### src/ccfc_pkg.sv
// constants shared by the chain command frame engine and its crc unit
`default_nettype none
package ccfc_pkg;
  // apb register byte offsets
  localparam logic [11:0] OFS_LINK_CTRL   = 12'h000;
  localparam logic [11:0] OFS_LINK_STATUS = 12'h004;
  // link control register fields
  localparam int          CTRL_ID_LSB     = 0;
  localparam int          CTRL_STACK_BIT  = 8;
  localparam int          CTRL_TOP_BIT    = 9;
  localparam logic [9:0]  CTRL_RESET      = 10'h000;
  // link status register fields
  localparam int          STAT_CRC_BIT    = 0;
  localparam int          STAT_RSVD_BIT   = 1;
  localparam int          STAT_BUSY_BIT   = 8;
  localparam int          STAT_GOOD_LSB   = 16;
  // frame header layout and request codes
  localparam int          HDR_CMD_BIT     = 7;
  localparam logic [2:0]  REQ_SREAD       = 3'h0;
  localparam logic [2:0]  REQ_SWRITE      = 3'h1;
  localparam logic [2:0]  REQ_STKREAD     = 3'h2;
  localparam logic [2:0]  REQ_RSVD        = 3'h7;
  localparam logic [7:0]  HDR_FIXED       = 8'h03;
  localparam logic [7:0]  RESP_FIXED      = 8'h07;
  localparam logic [7:0]  WBUF_DEPTH      = 8'h08;
  // crc: reflected form of x^16+x^15+x^2+1, all-ones preset
  localparam logic [15:0] CRC_PRESET      = 16'hFFFF;
  localparam logic [15:0] CRC_POLY_REFL   = 16'hA001;
  localparam logic [15:0] CRC_GOOD        = 16'h0000;
  // engine states, gray along idle-rx-check-write; check to resp flips two bits
  typedef enum logic [2:0] {
    CCFC_IDLE  = 3'b000,
    CCFC_RX    = 3'b001,
    CCFC_CHECK = 3'b011,
    CCFC_WRITE = 3'b010,
    CCFC_RESP  = 3'b110
  } ccfc_state_t;
endpackage : ccfc_pkg
`default_nettype wire

### src/ccfc_crc_if.sv
// interface between the frame engine and the crc unit
`default_nettype none
interface ccfc_crc_if;
  logic        init;
  logic        valid;
  logic [7:0]  data;
  logic [15:0] crc;
  modport eng  (output init, output valid, output data, input crc);
  modport calc (input init, input valid, input data, output crc);
endinterface : ccfc_crc_if
`default_nettype wire

### src/ccfc_crc.sv
// byte-wide reflected crc-16, lsb of each byte folded first
`default_nettype none
module ccfc_crc (
  // clock and reset
  input  wire logic clock,
  input  wire logic sys_rst,
  input  wire logic clk_en,
  // engine side
  ccfc_crc_if.calc  bus
);
  logic [15:0] crc_q;
  logic [15:0] start;

  // one byte, eight serial steps, lsb first as on the wire
  function automatic logic [15:0] ccfc_fold(input logic [15:0] c, input logic [7:0] d);
    logic [15:0] r;
    r = c ^ {8'h00, d};
    for (int i = 0; i < 8; i++) begin
      r = r[0] ? ((r >> 1) ^ ccfc_pkg::CRC_POLY_REFL) : (r >> 1);
    end
    return r;
  endfunction : ccfc_fold

  // init with valid folds the first byte onto the preset
  assign start   = bus.init ? ccfc_pkg::CRC_PRESET : crc_q;
  assign bus.crc = crc_q;

  // running remainder
  always_ff @(posedge clock or posedge sys_rst) begin
    if (sys_rst) begin
      crc_q <= ccfc_pkg::CRC_PRESET;
    end else if (clk_en && bus.valid) begin
      crc_q <= ccfc_fold(start, bus.data);
    end else if (clk_en && bus.init) begin
      crc_q <= ccfc_pkg::CRC_PRESET;
    end
  end
endmodule : ccfc_crc
`default_nettype wire

### src/ccfc_engine.sv
// command frame receiver, crc checker, register executor and responder
// Behaviour
// - read payload byte is byte count minus one, 0 gives 1, 0x7F gives 128
// - write payload goes to consecutive registers from the frame pointer
// - crc-16 x^16+x^15+x^2+1, all-ones preset, reflected division
// - crc runs over whole frame with check bytes; zero remainder means good
// - crc checked first; a bad frame is dropped, not executed nor answered
// - bad crc reports only the crc fault, no other frame error
// - every byte is relayed onward even when the frame is bad
// - transmitter crc covers all bytes but the check bytes, lsb first
// - commands run only after a good crc, before any register access
// - single read answered only by the device whose identity matches
// - single write updates up to eight registers in order
// - write length field is register count minus one
// - single write executed only by the device whose identity matches
// - single read header is 0x80
// - single write header is 0x90 plus data bytes minus one
// - response data are register contents ascending from echoed pointer
// - stack read answered by each device with its stack flag set
// - header bit 7 command, bits 6..4 request, bits 2..0 length minus one
// - response header low seven bits hold data bytes minus one
// - identity byte absent in stack frames, always in responses, top bits 0
// - unimplemented register writes ignored, reads return zero
`default_nettype none
module ccfc_engine (
  // clock and reset
  input  wire logic        clock,
  input  wire logic        sys_rst,
  input  wire logic        clk_en,
  // apb slave
  input  wire logic        psel,
  input  wire logic        penable,
  input  wire logic        pwrite,
  input  wire logic [11:0] paddr,
  input  wire logic [31:0] pwdata,
  output logic      [31:0] prdata,
  output logic             pready,
  output logic             pslverr,
  // incoming byte stream
  input  wire logic        rx_valid,
  input  wire logic [7:0]  rx_data,
  // relayed byte stream
  output logic             fwd_valid,
  output logic      [7:0]  fwd_data,
  // response byte stream
  output logic             tx_valid,
  output logic      [7:0]  tx_data,
  input  wire logic        tx_ready,
  // device register space
  output logic      [15:0] reg_addr,
  output logic      [7:0]  reg_wdata,
  output logic             reg_wr,
  output logic             reg_rd,
  input  wire logic [7:0]  reg_rdata,
  input  wire logic        reg_hit
);
  ////////////////////////////////////////////////////////////////////////////
  ccfc_pkg::ccfc_state_t state_q, state_d;
  logic [9:0]  link_control_reg_q;
  logic        crc_fault_q, rsvd_q;
  logic [15:0] good_cnt_q;
  logic [31:0] prdata_q;
  logic        pready_q, pslverr_q;
  logic        fwd_valid_q, tx_valid_q, reg_wr_q, reg_rd_q;
  logic [7:0]  fwd_data_q, tx_data_q, reg_wdata_q;
  logic [15:0] reg_addr_q;
  logic [7:0]  hdr_q, pos_q, len_q, idx_q, rbyte_q;
  logic [5:0]  id_q;
  logic [15:0] addr_q;
  logic [7:0]  wbuf_q [8];
  logic [2:0]  widx_q;
  logic        have_q, rd_pend_q;
  ccfc_crc_if  crc_bus ();

  ccfc_crc u_crc (
    .clock   (clock),
    .sys_rst (sys_rst),
    .clk_en  (clk_en),
    .bus     (crc_bus)
  );

  ////////////////////////////////////////////////////////////////////////////
  // header decode, for the byte arriving in idle and for the held header
  wire [2:0]  in_req    = rx_data[6:4];
  wire        in_cmd    = rx_data[ccfc_pkg::HDR_CMD_BIT];
  wire        in_has_id = in_cmd && (in_req == ccfc_pkg::REQ_SREAD ||
                                     in_req == ccfc_pkg::REQ_SWRITE);
  wire        in_is_wr  = in_cmd && in_req[0] && (in_req != ccfc_pkg::REQ_RSVD);
  wire [7:0]  in_dlen   = in_is_wr ? {5'h00, rx_data[2:0]} + 8'h01 : 8'h01;
  wire [7:0]  in_len    = in_cmd ? ccfc_pkg::HDR_FIXED + {7'h00, in_has_id} + in_dlen + 8'h02
                                 : {1'b0, rx_data[6:0]} + ccfc_pkg::RESP_FIXED;
  wire [2:0]  req       = hdr_q[6:4];
  wire        is_cmd    = hdr_q[ccfc_pkg::HDR_CMD_BIT];
  wire        has_id    = is_cmd && (req == ccfc_pkg::REQ_SREAD || req == ccfc_pkg::REQ_SWRITE);
  wire [7:0]  doff      = ccfc_pkg::HDR_FIXED + {7'h00, has_id};
  wire [7:0]  didx      = pos_q - doff;
  wire [5:0]  dev_id    = link_control_reg_q[ccfc_pkg::CTRL_ID_LSB +: 6];
  wire        stack_dev = link_control_reg_q[ccfc_pkg::CTRL_STACK_BIT];

  // verdict in the check state
  wire        crc_ok    = (crc_bus.crc == ccfc_pkg::CRC_GOOD);
  wire        id_match  = (id_q == dev_id);
  wire        go_write  = is_cmd && req == ccfc_pkg::REQ_SWRITE && id_match;
  wire        go_read   = is_cmd && ((req == ccfc_pkg::REQ_SREAD && id_match) ||
                                     (req == ccfc_pkg::REQ_STKREAD && stack_dev));
  wire        in_check  = (state_q == ccfc_pkg::CCFC_CHECK);
  wire        bad_frame = in_check && !crc_ok;
  wire        start_rd  = in_check && crc_ok && go_read;

  // response byte layout: header, id, pointer, data, crc low, crc high
  wire [6:0]  rcnt      = wbuf_q[0][6:0];
  wire [7:0]  rlast     = {1'b0, rcnt} + ccfc_pkg::RESP_FIXED - 8'h01;
  wire [7:0]  ridx      = idx_q - 8'h04;
  wire        is_data   = idx_q >= 8'h04 && ridx <= {1'b0, rcnt};
  wire        is_crcb   = idx_q >= rlast - 8'h01;
  wire [7:0]  tx_byte   = idx_q == 8'h00 ? {1'b0, rcnt} :
                          idx_q == 8'h01 ? {2'b00, dev_id} :
                          idx_q == 8'h02 ? addr_q[15:8] :
                          idx_q == 8'h03 ? addr_q[7:0] :
                          is_data        ? rbyte_q :
                          idx_q == rlast ? crc_bus.crc[15:8] : crc_bus.crc[7:0];
  wire        in_resp   = (state_q == ccfc_pkg::CCFC_RESP);
  wire        tx_load   = in_resp && !tx_valid_q && (!is_data || have_q);
  wire        tx_done   = in_resp && tx_valid_q && tx_ready;
  wire        rx_take   = rx_valid && (state_q == ccfc_pkg::CCFC_IDLE ||
                                       state_q == ccfc_pkg::CCFC_RX);

  // crc feed: received bytes, then outgoing bytes except the check bytes
  assign crc_bus.init  = (state_q == ccfc_pkg::CCFC_IDLE && rx_valid) || start_rd;
  assign crc_bus.valid = rx_take || (tx_load && !is_crcb);
  assign crc_bus.data  = in_resp ? tx_byte : rx_data;

  ////////////////////////////////////////////////////////////////////////////
  // next state; a bad frame goes straight back to idle
  always_comb begin
    state_d = state_q;
    case (state_q)
      ccfc_pkg::CCFC_IDLE:  if (rx_valid) state_d = ccfc_pkg::CCFC_RX;
      ccfc_pkg::CCFC_RX:    if (rx_valid && pos_q == len_q - 8'h01) state_d = ccfc_pkg::CCFC_CHECK;
      ccfc_pkg::CCFC_CHECK: begin
        if (!crc_ok)       state_d = ccfc_pkg::CCFC_IDLE;
        else if (go_write) state_d = ccfc_pkg::CCFC_WRITE;
        else if (go_read)  state_d = ccfc_pkg::CCFC_RESP;
        else               state_d = ccfc_pkg::CCFC_IDLE;
      end
      ccfc_pkg::CCFC_WRITE: if (widx_q == hdr_q[2:0]) state_d = ccfc_pkg::CCFC_IDLE;
      ccfc_pkg::CCFC_RESP:  if (tx_done && idx_q == rlast) state_d = ccfc_pkg::CCFC_IDLE;
      default:              state_d = ccfc_pkg::CCFC_IDLE;
    endcase
  end

  always_ff @(posedge clock or posedge sys_rst) begin
    if (sys_rst) begin
      state_q <= ccfc_pkg::CCFC_IDLE;
    end else if (clk_en) begin
      state_q <= state_d;
    end
  end

  // relay every byte regardless of frame health
  always_ff @(posedge clock or posedge sys_rst) begin
    if (sys_rst) begin
      fwd_valid_q <= 1'b0;
      fwd_data_q  <= 8'h00;
    end else if (clk_en) begin
      fwd_valid_q <= rx_valid;
      fwd_data_q  <= rx_data;
    end
  end

  ////////////////////////////////////////////////////////////////////////////
  // frame capture: header, identity, pointer, payload
  always_ff @(posedge clock or posedge sys_rst) begin
    if (sys_rst) begin
      hdr_q  <= 8'h00;
      pos_q  <= 8'h00;
      len_q  <= 8'h00;
      id_q   <= 6'h00;
      addr_q <= 16'h0000;
      for (int i = 0; i < 8; i++) wbuf_q[i] <= 8'h00;
    end else if (clk_en && rx_take) begin
      if (state_q == ccfc_pkg::CCFC_IDLE) begin
        hdr_q <= rx_data;
        len_q <= in_len;
        pos_q <= 8'h01;
      end else begin
        pos_q <= pos_q + 8'h01;
        if (has_id && pos_q == 8'h01) id_q <= rx_data[5:0];
        if (pos_q == doff - 8'h02) addr_q[15:8] <= rx_data;
        if (pos_q == doff - 8'h01) addr_q[7:0] <= rx_data;
        // response frames passing through only touch the buffer harmlessly
        if (pos_q >= doff && didx < ccfc_pkg::WBUF_DEPTH) wbuf_q[didx[2:0]] <= rx_data;
      end
    end
  end

  // register port: writes in order, reads one byte at a time
  // read data is registered on the far side, so it is taken the cycle after the strobe
  always_ff @(posedge clock or posedge sys_rst) begin
    if (sys_rst) begin
      widx_q      <= 3'h0;
      reg_wr_q    <= 1'b0;
      reg_rd_q    <= 1'b0;
      reg_addr_q  <= 16'h0000;
      reg_wdata_q <= 8'h00;
      rd_pend_q   <= 1'b0;
      have_q      <= 1'b0;
      rbyte_q     <= 8'h00;
    end else if (clk_en) begin
      reg_wr_q <= 1'b0;
      reg_rd_q <= 1'b0;
      if (state_q == ccfc_pkg::CCFC_WRITE) begin
        reg_wr_q    <= 1'b1;
        reg_addr_q  <= addr_q + {13'h0000, widx_q};
        reg_wdata_q <= wbuf_q[widx_q];
        widx_q      <= widx_q + 3'h1;
      end else begin
        widx_q <= 3'h0;
      end
      if (in_resp && is_data && !have_q && !rd_pend_q) begin
        reg_rd_q   <= 1'b1;
        reg_addr_q <= addr_q + {8'h00, ridx};
        rd_pend_q  <= 1'b1;
      end
      if (rd_pend_q && !reg_rd_q) begin
        rbyte_q   <= reg_hit ? reg_rdata : 8'h00;
        have_q    <= 1'b1;
        rd_pend_q <= 1'b0;
      end
      if (tx_done) have_q <= 1'b0;
    end
  end

  // response transmitter, one byte held until taken
  always_ff @(posedge clock or posedge sys_rst) begin
    if (sys_rst) begin
      tx_valid_q <= 1'b0;
      tx_data_q  <= 8'h00;
      idx_q      <= 8'h00;
    end else if (clk_en) begin
      if (start_rd) idx_q <= 8'h00;
      if (tx_load) begin
        tx_valid_q <= 1'b1;
        tx_data_q  <= tx_byte;
      end
      if (tx_done) begin
        tx_valid_q <= 1'b0;
        idx_q      <= idx_q + 8'h01;
      end
    end
  end

  ////////////////////////////////////////////////////////////////////////////
  // apb slave with one wait state; unmapped offsets answer with an error
  wire        apb_setup = psel && penable && !pready_q;
  wire        apb_done  = psel && penable && pready_q;
  wire        hit_ctrl  = (paddr == ccfc_pkg::OFS_LINK_CTRL);
  wire        hit_stat  = (paddr == ccfc_pkg::OFS_LINK_STATUS);
  wire        w1c_crc   = apb_done && pwrite && hit_stat && pwdata[ccfc_pkg::STAT_CRC_BIT];
  wire        w1c_rsvd  = apb_done && pwrite && hit_stat && pwdata[ccfc_pkg::STAT_RSVD_BIT];
  wire        rsvd_seen = in_check && crc_ok && is_cmd && req == ccfc_pkg::REQ_RSVD;
  wire [31:0] stat_word = {good_cnt_q, 7'h00, (state_q != ccfc_pkg::CCFC_IDLE),
                           6'h00, rsvd_q, crc_fault_q};
  wire [31:0] rd_word   = hit_ctrl ? {22'h00_0000, link_control_reg_q} :
                          hit_stat ? stat_word : 32'h0000_0000;

  always_ff @(posedge clock or posedge sys_rst) begin
    if (sys_rst) begin
      pready_q  <= 1'b0;
      pslverr_q <= 1'b0;
      prdata_q  <= 32'h0000_0000;
    end else if (clk_en) begin
      pready_q  <= apb_setup;
      pslverr_q <= apb_setup && !hit_ctrl && !hit_stat;
      if (apb_setup && !pwrite) prdata_q <= rd_word;
    end
  end

  // control and sticky status; a hardware set beats a software clear
  always_ff @(posedge clock or posedge sys_rst) begin
    if (sys_rst) begin
      link_control_reg_q <= ccfc_pkg::CTRL_RESET;
      crc_fault_q        <= 1'b0;
      rsvd_q             <= 1'b0;
      good_cnt_q         <= 16'h0000;
    end else if (clk_en) begin
      if (apb_done && pwrite && hit_ctrl) link_control_reg_q <= pwdata[9:0];
      crc_fault_q <= bad_frame || (crc_fault_q && !w1c_crc);
      rsvd_q      <= rsvd_seen || (rsvd_q && !w1c_rsvd);
      if (in_check && crc_ok) good_cnt_q <= good_cnt_q + 16'h0001;
    end
  end

  // outputs straight from flops
  assign prdata    = prdata_q;
  assign pready    = pready_q;
  assign pslverr   = pslverr_q;
  assign fwd_valid = fwd_valid_q;
  assign fwd_data  = fwd_data_q;
  assign tx_valid  = tx_valid_q;
  assign tx_data   = tx_data_q;
  assign reg_addr  = reg_addr_q;
  assign reg_wdata = reg_wdata_q;
  assign reg_wr    = reg_wr_q;
  assign reg_rd    = reg_rd_q;
endmodule : ccfc_engine
`default_nettype wire

### config.mk
export PLATFORM = sky130hd
export DESIGN_NAME = ccfc_engine
export DESIGN_NICKNAME = d
export VERILOG_FILES = /design/src/ccfc_pkg.sv /design/src/ccfc_crc_if.sv /design/src/ccfc_crc.sv /design/src/ccfc_engine.sv
export SDC_FILE = /design/constraint.sdc
export NUM_CORES = 1
export LEC_CHECK = 0
export BUFFER_PORTS_ARGS = -buffer_cell sky130_fd_sc_hd__clkbuf_2
export CAP_MARGIN = 40
export CORE_ASPECT_RATIO = 0.9
export CORE_UTILIZATION = 61
export DETAILED_ROUTE_END_ITERATION = 12
export GPL_TIMING_DRIVEN = 0
export PLACE_DENSITY = 0.82
export REMOVE_ABC_BUFFERS = 1
export SLEW_MARGIN = 25
export SYNTH_ARGS = -nofsm -noshare
export SYNTH_HDL_FRONTEND = slang
export SYNTH_SLANG_ARGS = --single-unit
### constraint.sdc
create_clock -name clock -period 13.83 [get_ports clock]
set_input_delay 2.766 -clock clock [delete_from_list [all_inputs] [get_ports clock]]
set_output_delay 2.766 -clock clock [all_outputs]
set_load 0.02 [all_outputs]
; ---- After elaboration in Yosys (flattened, before gate mapping)
; Index checks and enable logic that the tools add are counted.
[word_totals]
regBits = 256
latchBits = 0
ram_bits = 0
mem_bits_ro = 0
in_bits = 69
output_inout_bits = 78
mem_count = 0
[classes]
n_addsub = 20
mul = 0
div_mod_pow = 0
n_lt_le_gt_ge = 8
n_eq_ne = 24
n_shift = 0
n_mux = 51
n_bitwise = 12
reduce_logical = 99
[op_table]
columns = cell, n
row1 = two-way mux 16 bit, 13
row2 = two-way mux 8 bit, 15
row3 = bitwise mux 64 bit, 1
row4 = two-way mux 32 bit, 2
row5 = logical AND 1 bit, 47
row6 = == test 8 bit, 4
row7 = binary-select mux 8 bit (select 3 bit), 1
row8 = demux 8 bit (select 3 bit), 1
row9 = two-way mux 3 bit, 8
row10 = inverter 2 -> 3 bit, 8
row11 = AND reduction 2 bit, 12
row12 = "subtractor 8 x 1 -> 8 bit, second input constant", 3
row13 = "adder 16 x 1 -> 16 bit, second input constant", 1
row14 = adder 16 x 3 -> 16 bit, 1
row15 = adder 16 x 8 -> 16 bit, 1
row16 = "adder 7 x 3 -> 8 bit, second input constant", 2
row17 = "adder 8 x 1 -> 8 bit, second input constant", 2
row18 = "== test 8 x 1 -> 1 bit, second input constant", 2
row19 = "== test 8 x 2 -> 1 bit, second input constant", 2
row20 = zero test 16 bit, 1
row21 = XOR 16 x 8 -> 16 bit, 1
row22 = one-hot mux 3 bit (5 select lines), 1
row23 = zero test 1 bit, 13
row24 = "== test 12 x 3 -> 1 bit, second input constant", 1
row25 = other kinds (36), 71

; ---- Longest topological paths before layout
[logic_depth]
depth_word = 28
ltp_mapped = 26
ltp_nobuf = 25

; ---- Hierarchy
; Synthesis repeated with hierarchy kept, for this count alone.
[unflattened]
cells_unflattened = 1297
area_unflattened_um2 = 13715.7
[modules_own_cells]
columns = module, instances, cells_per_inst, area_per_inst_um2, seq_area_each_um2
row1 = ccfc_engine, 1, 1215, 12762.2, 5830.6
row2 = ccfc_crc, 1, 82, 953.4, 420.4

; ---- Worst setup path after synthesis
; OpenSTA, ideal clock, no wires.
[synth_path]
path_kind = input to register
start = input port paddr[5]
end = register link_control_reg_q[0]
setup_time_ns = 0.125
arrival_time_ns = 4.793
t_required_ns = 13.705
slack_ns = 8.913
cell_stages = 4
path_cell_list = nor4_1 -> nand3_1 -> nor4_1 -> mux2_2
[synth_via]
elab_chain_len = 3
[synth_lines]
columns = element, line_no
row1 = start: declaration, ccfc_engine.sv:34  ; input wire logic [11:0] paddr,
row2 = zero test 12 bit, ccfc_engine.sv:257  ; wire hit_ctrl = (paddr == ccfc_pkg::OFS_LINK_CTRL);
row3 = logical AND 1 bit, ccfc_engine.sv:287  ; if (apb_done && pwrite && hit_ctrl) link_control_reg_q <= pwdata[9:0];
row4 = AND reduction 2 bit (no line), --
row5 = end signal: assignment, ccfc_engine.sv:282  ; link_control_reg_q <= ccfc_pkg::CTRL_RESET;
row6 = end signal: assignment, ccfc_engine.sv:287
row7 = end: declaration, ccfc_engine.sv:59  ; logic [9:0] link_control_reg_q;
; Every way passes these cells.
; A chain may end at the register's enable or synchronous reset.

; ---- Worst setup path in the final report
[layout_path]
start = register idx_q[3]
end = register reg_addr_q[12] (netlist: reg_addr[12])
[layout_via]
elab_chain_len = 8
elab_cells_between_ends = 11
[layout_lines]
columns = element, line_no
row1 = start: declaration, ccfc_engine.sv:67  ; logic [7:0] hdr_q, pos_q, len_q, idx_q, rbyte_q;
row2 = start signal: assignment, ccfc_engine.sv:248  ; idx_q <= idx_q + 8'h01;
row3 = subtractor 8 x 3 -> 8 bit, ccfc_engine.sv:113  ; wire [7:0] ridx = idx_q - 8'h04;
row4 = <= comparator 8 x 7 -> 1 bit, ccfc_engine.sv:114  ; wire is_data = idx_q >= 8'h04 && ridx <= {1'b0, rcnt};
row5 = logical AND 1 bit, ccfc_engine.sv:114
row6 = logical AND 1 bit (3 in a row), ccfc_engine.sv:220  ; if (in_resp && is_data && !have_q && !rd_pend_q) begin
row7 = nonzero test 2 bit (no line), --
row8 = AND reduction 2 bit (no line), --
row9 = end signal: assignment, ccfc_engine.sv:214  ; reg_addr_q <= addr_q + {13'h0000, widx_q};
row10 = end signal: assignment, ccfc_engine.sv:222  ; reg_addr_q <= addr_q + {8'h00, ridx};
row11 = end: declaration, ccfc_engine.sv:66  ; logic [15:0] reg_addr_q;
; Parallel ways exist; a longest one is shown, timed or not.

==> flow_metrics.env <==
export IMPL_status="complete, no violations"
export IMPL_synth_edff_count=0
export IMPL_clk_pin_slew_ns=0.06
export IMPL_r2r_end="reg_addr[12]"
export IMPL_grt_usage=0.300
export IMPL_timing_reg2reg_setup_slack_ns=7.93
export IMPL_cts_tree="done"
export IMPL_rsz0062_at_grt="no"
export IMPL_ctsResizeCount=0
export IMPL_ir_drop_v=0.000125
export IMPL_yosysSeqAreaShare=0.455
export IMPL_cts_sinks=249
export IMPL_yosys_area_top_type="dfrtp_1"
export IMPL_clk_latency_ns=0.53
export IMPL_ios=147
export IMPL_routedWlPerCell_um=19.8
export IMPL_row_count=51
export IMPL_fp_dieW_um=160
export IMPL_crit_path_start="idx_q[3]"
export IMPL_synthesis_area_mm2=0.0137
export IMPL_cts_setup_buffers=0
export IMPL_cp_end_kind="flip-flop"
export IMPL_fin_worst_skew_ns=0.0166
export IMPL_dp_hpwl_um=23700
export IMPL_worstMarginPinSlew_ns=0.842
export IMPL_core_area_mm2=0.0219
export IMPL_drc=0
export IMPL_ant_nets=0
export IMPL_netlist_area_leader_share=0.425
export IMPL_drtPass1Iterations=5
export IMPL_grt_pass1_vias=10300
export IMPL_cts_hold_buf=0
export IMPL_drt_wl_total_um=34200
export IMPL_vias=10600
export IMPL_drtIter0Drc=893
export IMPL_grt_max_degree=94
export IMPL_fp_dieH_um=144
export IMPL_clk_path_buf_depth=3
export IMPL_ys_types=89
export IMPL_synth_seq_cells=249
export IMPL_final_cell_mix="dfrtp_1, nand2_1, clkbuf_2"
export IMPL_diodes=0
export IMPL_met3_usage=0.0496
export IMPL_setup_viol_count_final=0
export IMPL_cts_inserted_buffers=26
export IMPL_required_ns=14.24
export IMPL_start_util=0.627
export IMPL_reg2reg_depth=24
export IMPL_port_buffers=118
export IMPL_r2r_start="idx_q[3]"
export IMPL_crit_path_start_kind="flip-flop"
export IMPL_crit_end="reg_addr[12]"
export IMPL_grtUsageMet1=0.408
export IMPL_h_tree_depth=1
export IMPL_grt_overflow_total=0
export IMPL_area_growth_synth_to_final_pct=12.5
export IMPL_min_period_ns=5.90
export IMPL_fmax_ghz=0.169
export IMPL_drive_gt1_frac=0.235
export IMPL_final_common_cell="dfrtp_1"
export IMPL_final_nets=1537
export IMPL_grt_pass1_wl_um=54400
export IMPL_async_flop_share=1.00
export IMPL_place_gp_congestion=0.932
export IMPL_cp_max_fo=7
export IMPL_ctsRootBufferMaster="clkbuf_16"
export IMPL_hold_viol=0
export IMPL_power_density_mw_per_mm2=175
export IMPL_viasPerCell=6.16
export IMPL_synth_flop_cell="dfrtp_1"
export IMPL_avgSynthCellArea_um2=10.4
export IMPL_slew_headroom=0.439
export IMPL_dieArea_mm2=0.0231
export IMPL_min_path_type="flip-flop to flip-flop"
export IMPL_fin_tns_setup_ns=0
export IMPL_yosysWarnings=0
export IMPL_yosys_top_cells_area="dfrtp_1, mux2_2, nand2_1, ha_1, xnor2_1"
export IMPL_use_met2=0.485
export IMPL_max_cap_viol_count=0
export IMPL_syn_inst=1322
export IMPL_whs_ns=0.471
export IMPL_grt_busiest_layer="met2"
export IMPL_path_class="flip-flop to flip-flop"
export IMPL_crit_arrival_ns=6.31
export IMPL_finalMaxSlewViolations=0
export IMPL_antenna_found_initial=0
export IMPL_finalCritPeriodShare=0.427
export IMPL_power_leakage_nw=7.30
[per-stage QoR]
step           instances  power [W]  utilization  cell area (um^2)  worst slack (ns)
2_1_floorplan       1257    0.00171            -             13400              4.25
3_3_place_gp        1666    0.00191        0.654             14300              1.69
3_5_place_dp        1673    0.00196        0.662             14500              8.05
4_1_cts             1717    0.00269        0.703             15400              7.94
5_1_grt             1725    0.00284        0.706             15500              7.54
6_report            1725    0.00270        0.706             15500              7.93
[per-layer routing]
layer / vias up / share of wire / wire length, um
li1: 4866 / - / -
met1: 5221 / 0.41 / 14200
met2: 455 / 0.47 / 16100
met3: 77 / 0.082 / 2800
met4: 0 / 0.034 / 1150
met5: - / 0 / 0
[cell type report]
type | count | area [um^2]
Timing Repair Buffer | 133 | 783
Fill cell | 1537 | 6430
Clock buffer | 38 | 777
Clock inverter | 6 | 105
Multi-Input combinational cell | 962 | 6990
Tap cell | 291 | 364
Inverter | 46 | 180
Sequential cell | 249 | 6250
[sequential cells by signal, summed over array words and instances, names as in the netlist, 3 cells and up]
name	cells
len_q	8
tx_data	8
pos_q	8
reg_wdata	8
id_q	6
rbyte_q	8
reg_addr	16
idx_q	8
wbuf_q	57
hdr_q	7
prdata	26
widx_q	3
rcnt	7
addr_q	16
good_cnt_q	16
fwd_data	8
state_q	3
u_crc.bus.crc	16
link_control_reg_q	10
[where the power goes]
group,total (W),leakage [nW],switching (W),internal [W]
clock,0.000723,0.436,0.000282,0.000441
combinational,0.000866,3.64,0.000458,0.000408
sequential,0.00111,3.23,0.000194,0.000913
[worst max-delay path, cell delays in order, from the launching register on]
cell and delay, ns:
dfrtp_1 0.55, inv_1 0.21, ha_1 0.28, xor2_1 0.25, ha_1 0.32, a21o_1 0.17, a211oi_1 0.34, a31o_2 0.29
nand2_1 0.16, or4_1 0.59, nand2_1 0.13, o21ai_0 0.11, ha_1 0.23, fa_1 0.41, a21o_1 0.18, a21oi_1 0.25
o21bai_1 0.11, a21oi_1 0.23, nor2b_1 0.07, o21ai_0 0.16, nand2b_1 0.12, and3_1 0.24, nand3_1 0.11, xor2_1 0.18
o21ai_0 0.11
[synthesized netlist by cell type (15+ instances only)]
cell,number
a21oi_1,65
a22o_1,26
clkbuf_1,46
dfrtp_1,233
dfstp_2,16
ha_1,48
inv_1,45
mux2_2,94
mux2i_1,16
mux4_2,15
nand2_1,165
nand3_1,29
nand4_1,19
nor2_1,78
nor3_1,29
o21ai_0,93
xnor2_1,67
xor2_1,37
[cells by family (layout without fill, tap and decap cells)]
logic type	Yosys count	in the layout	synth area share
DFF	249	249	0.455
buffers and inverters	117	223	0.0409
other	1	7	0.000273
xor gates and xnor gates	111	111	0.0762
and+or+nand+nor	396	396	0.137
AOI/OAI and AO/OA	272	272	0.129
muxes	126	126	0.115
adders and majority gates	50	50	0.0466
[worst min path at each step]
stage	from	end	slack [ns]	cells past startpoint
5_1_grt	good_cnt_q[15]	good_cnt_q[15]	0.48	1
6_report	good_cnt_q[15]	good_cnt_q[15]	0.47	1
4_1_cts	good_cnt_q[15]	good_cnt_q[15]	0.48	1
3_3_place_gp	wbuf_q[33]	wbuf_q[33]	0.46	2
3_5_place_dp	wbuf_q[41]	wbuf_q[41]	0.47	2
2_1_floorplan	wbuf_q[40]	wbuf_q[40]	0.44	2
No activity file was read; power rests on OpenSTA's default activity.
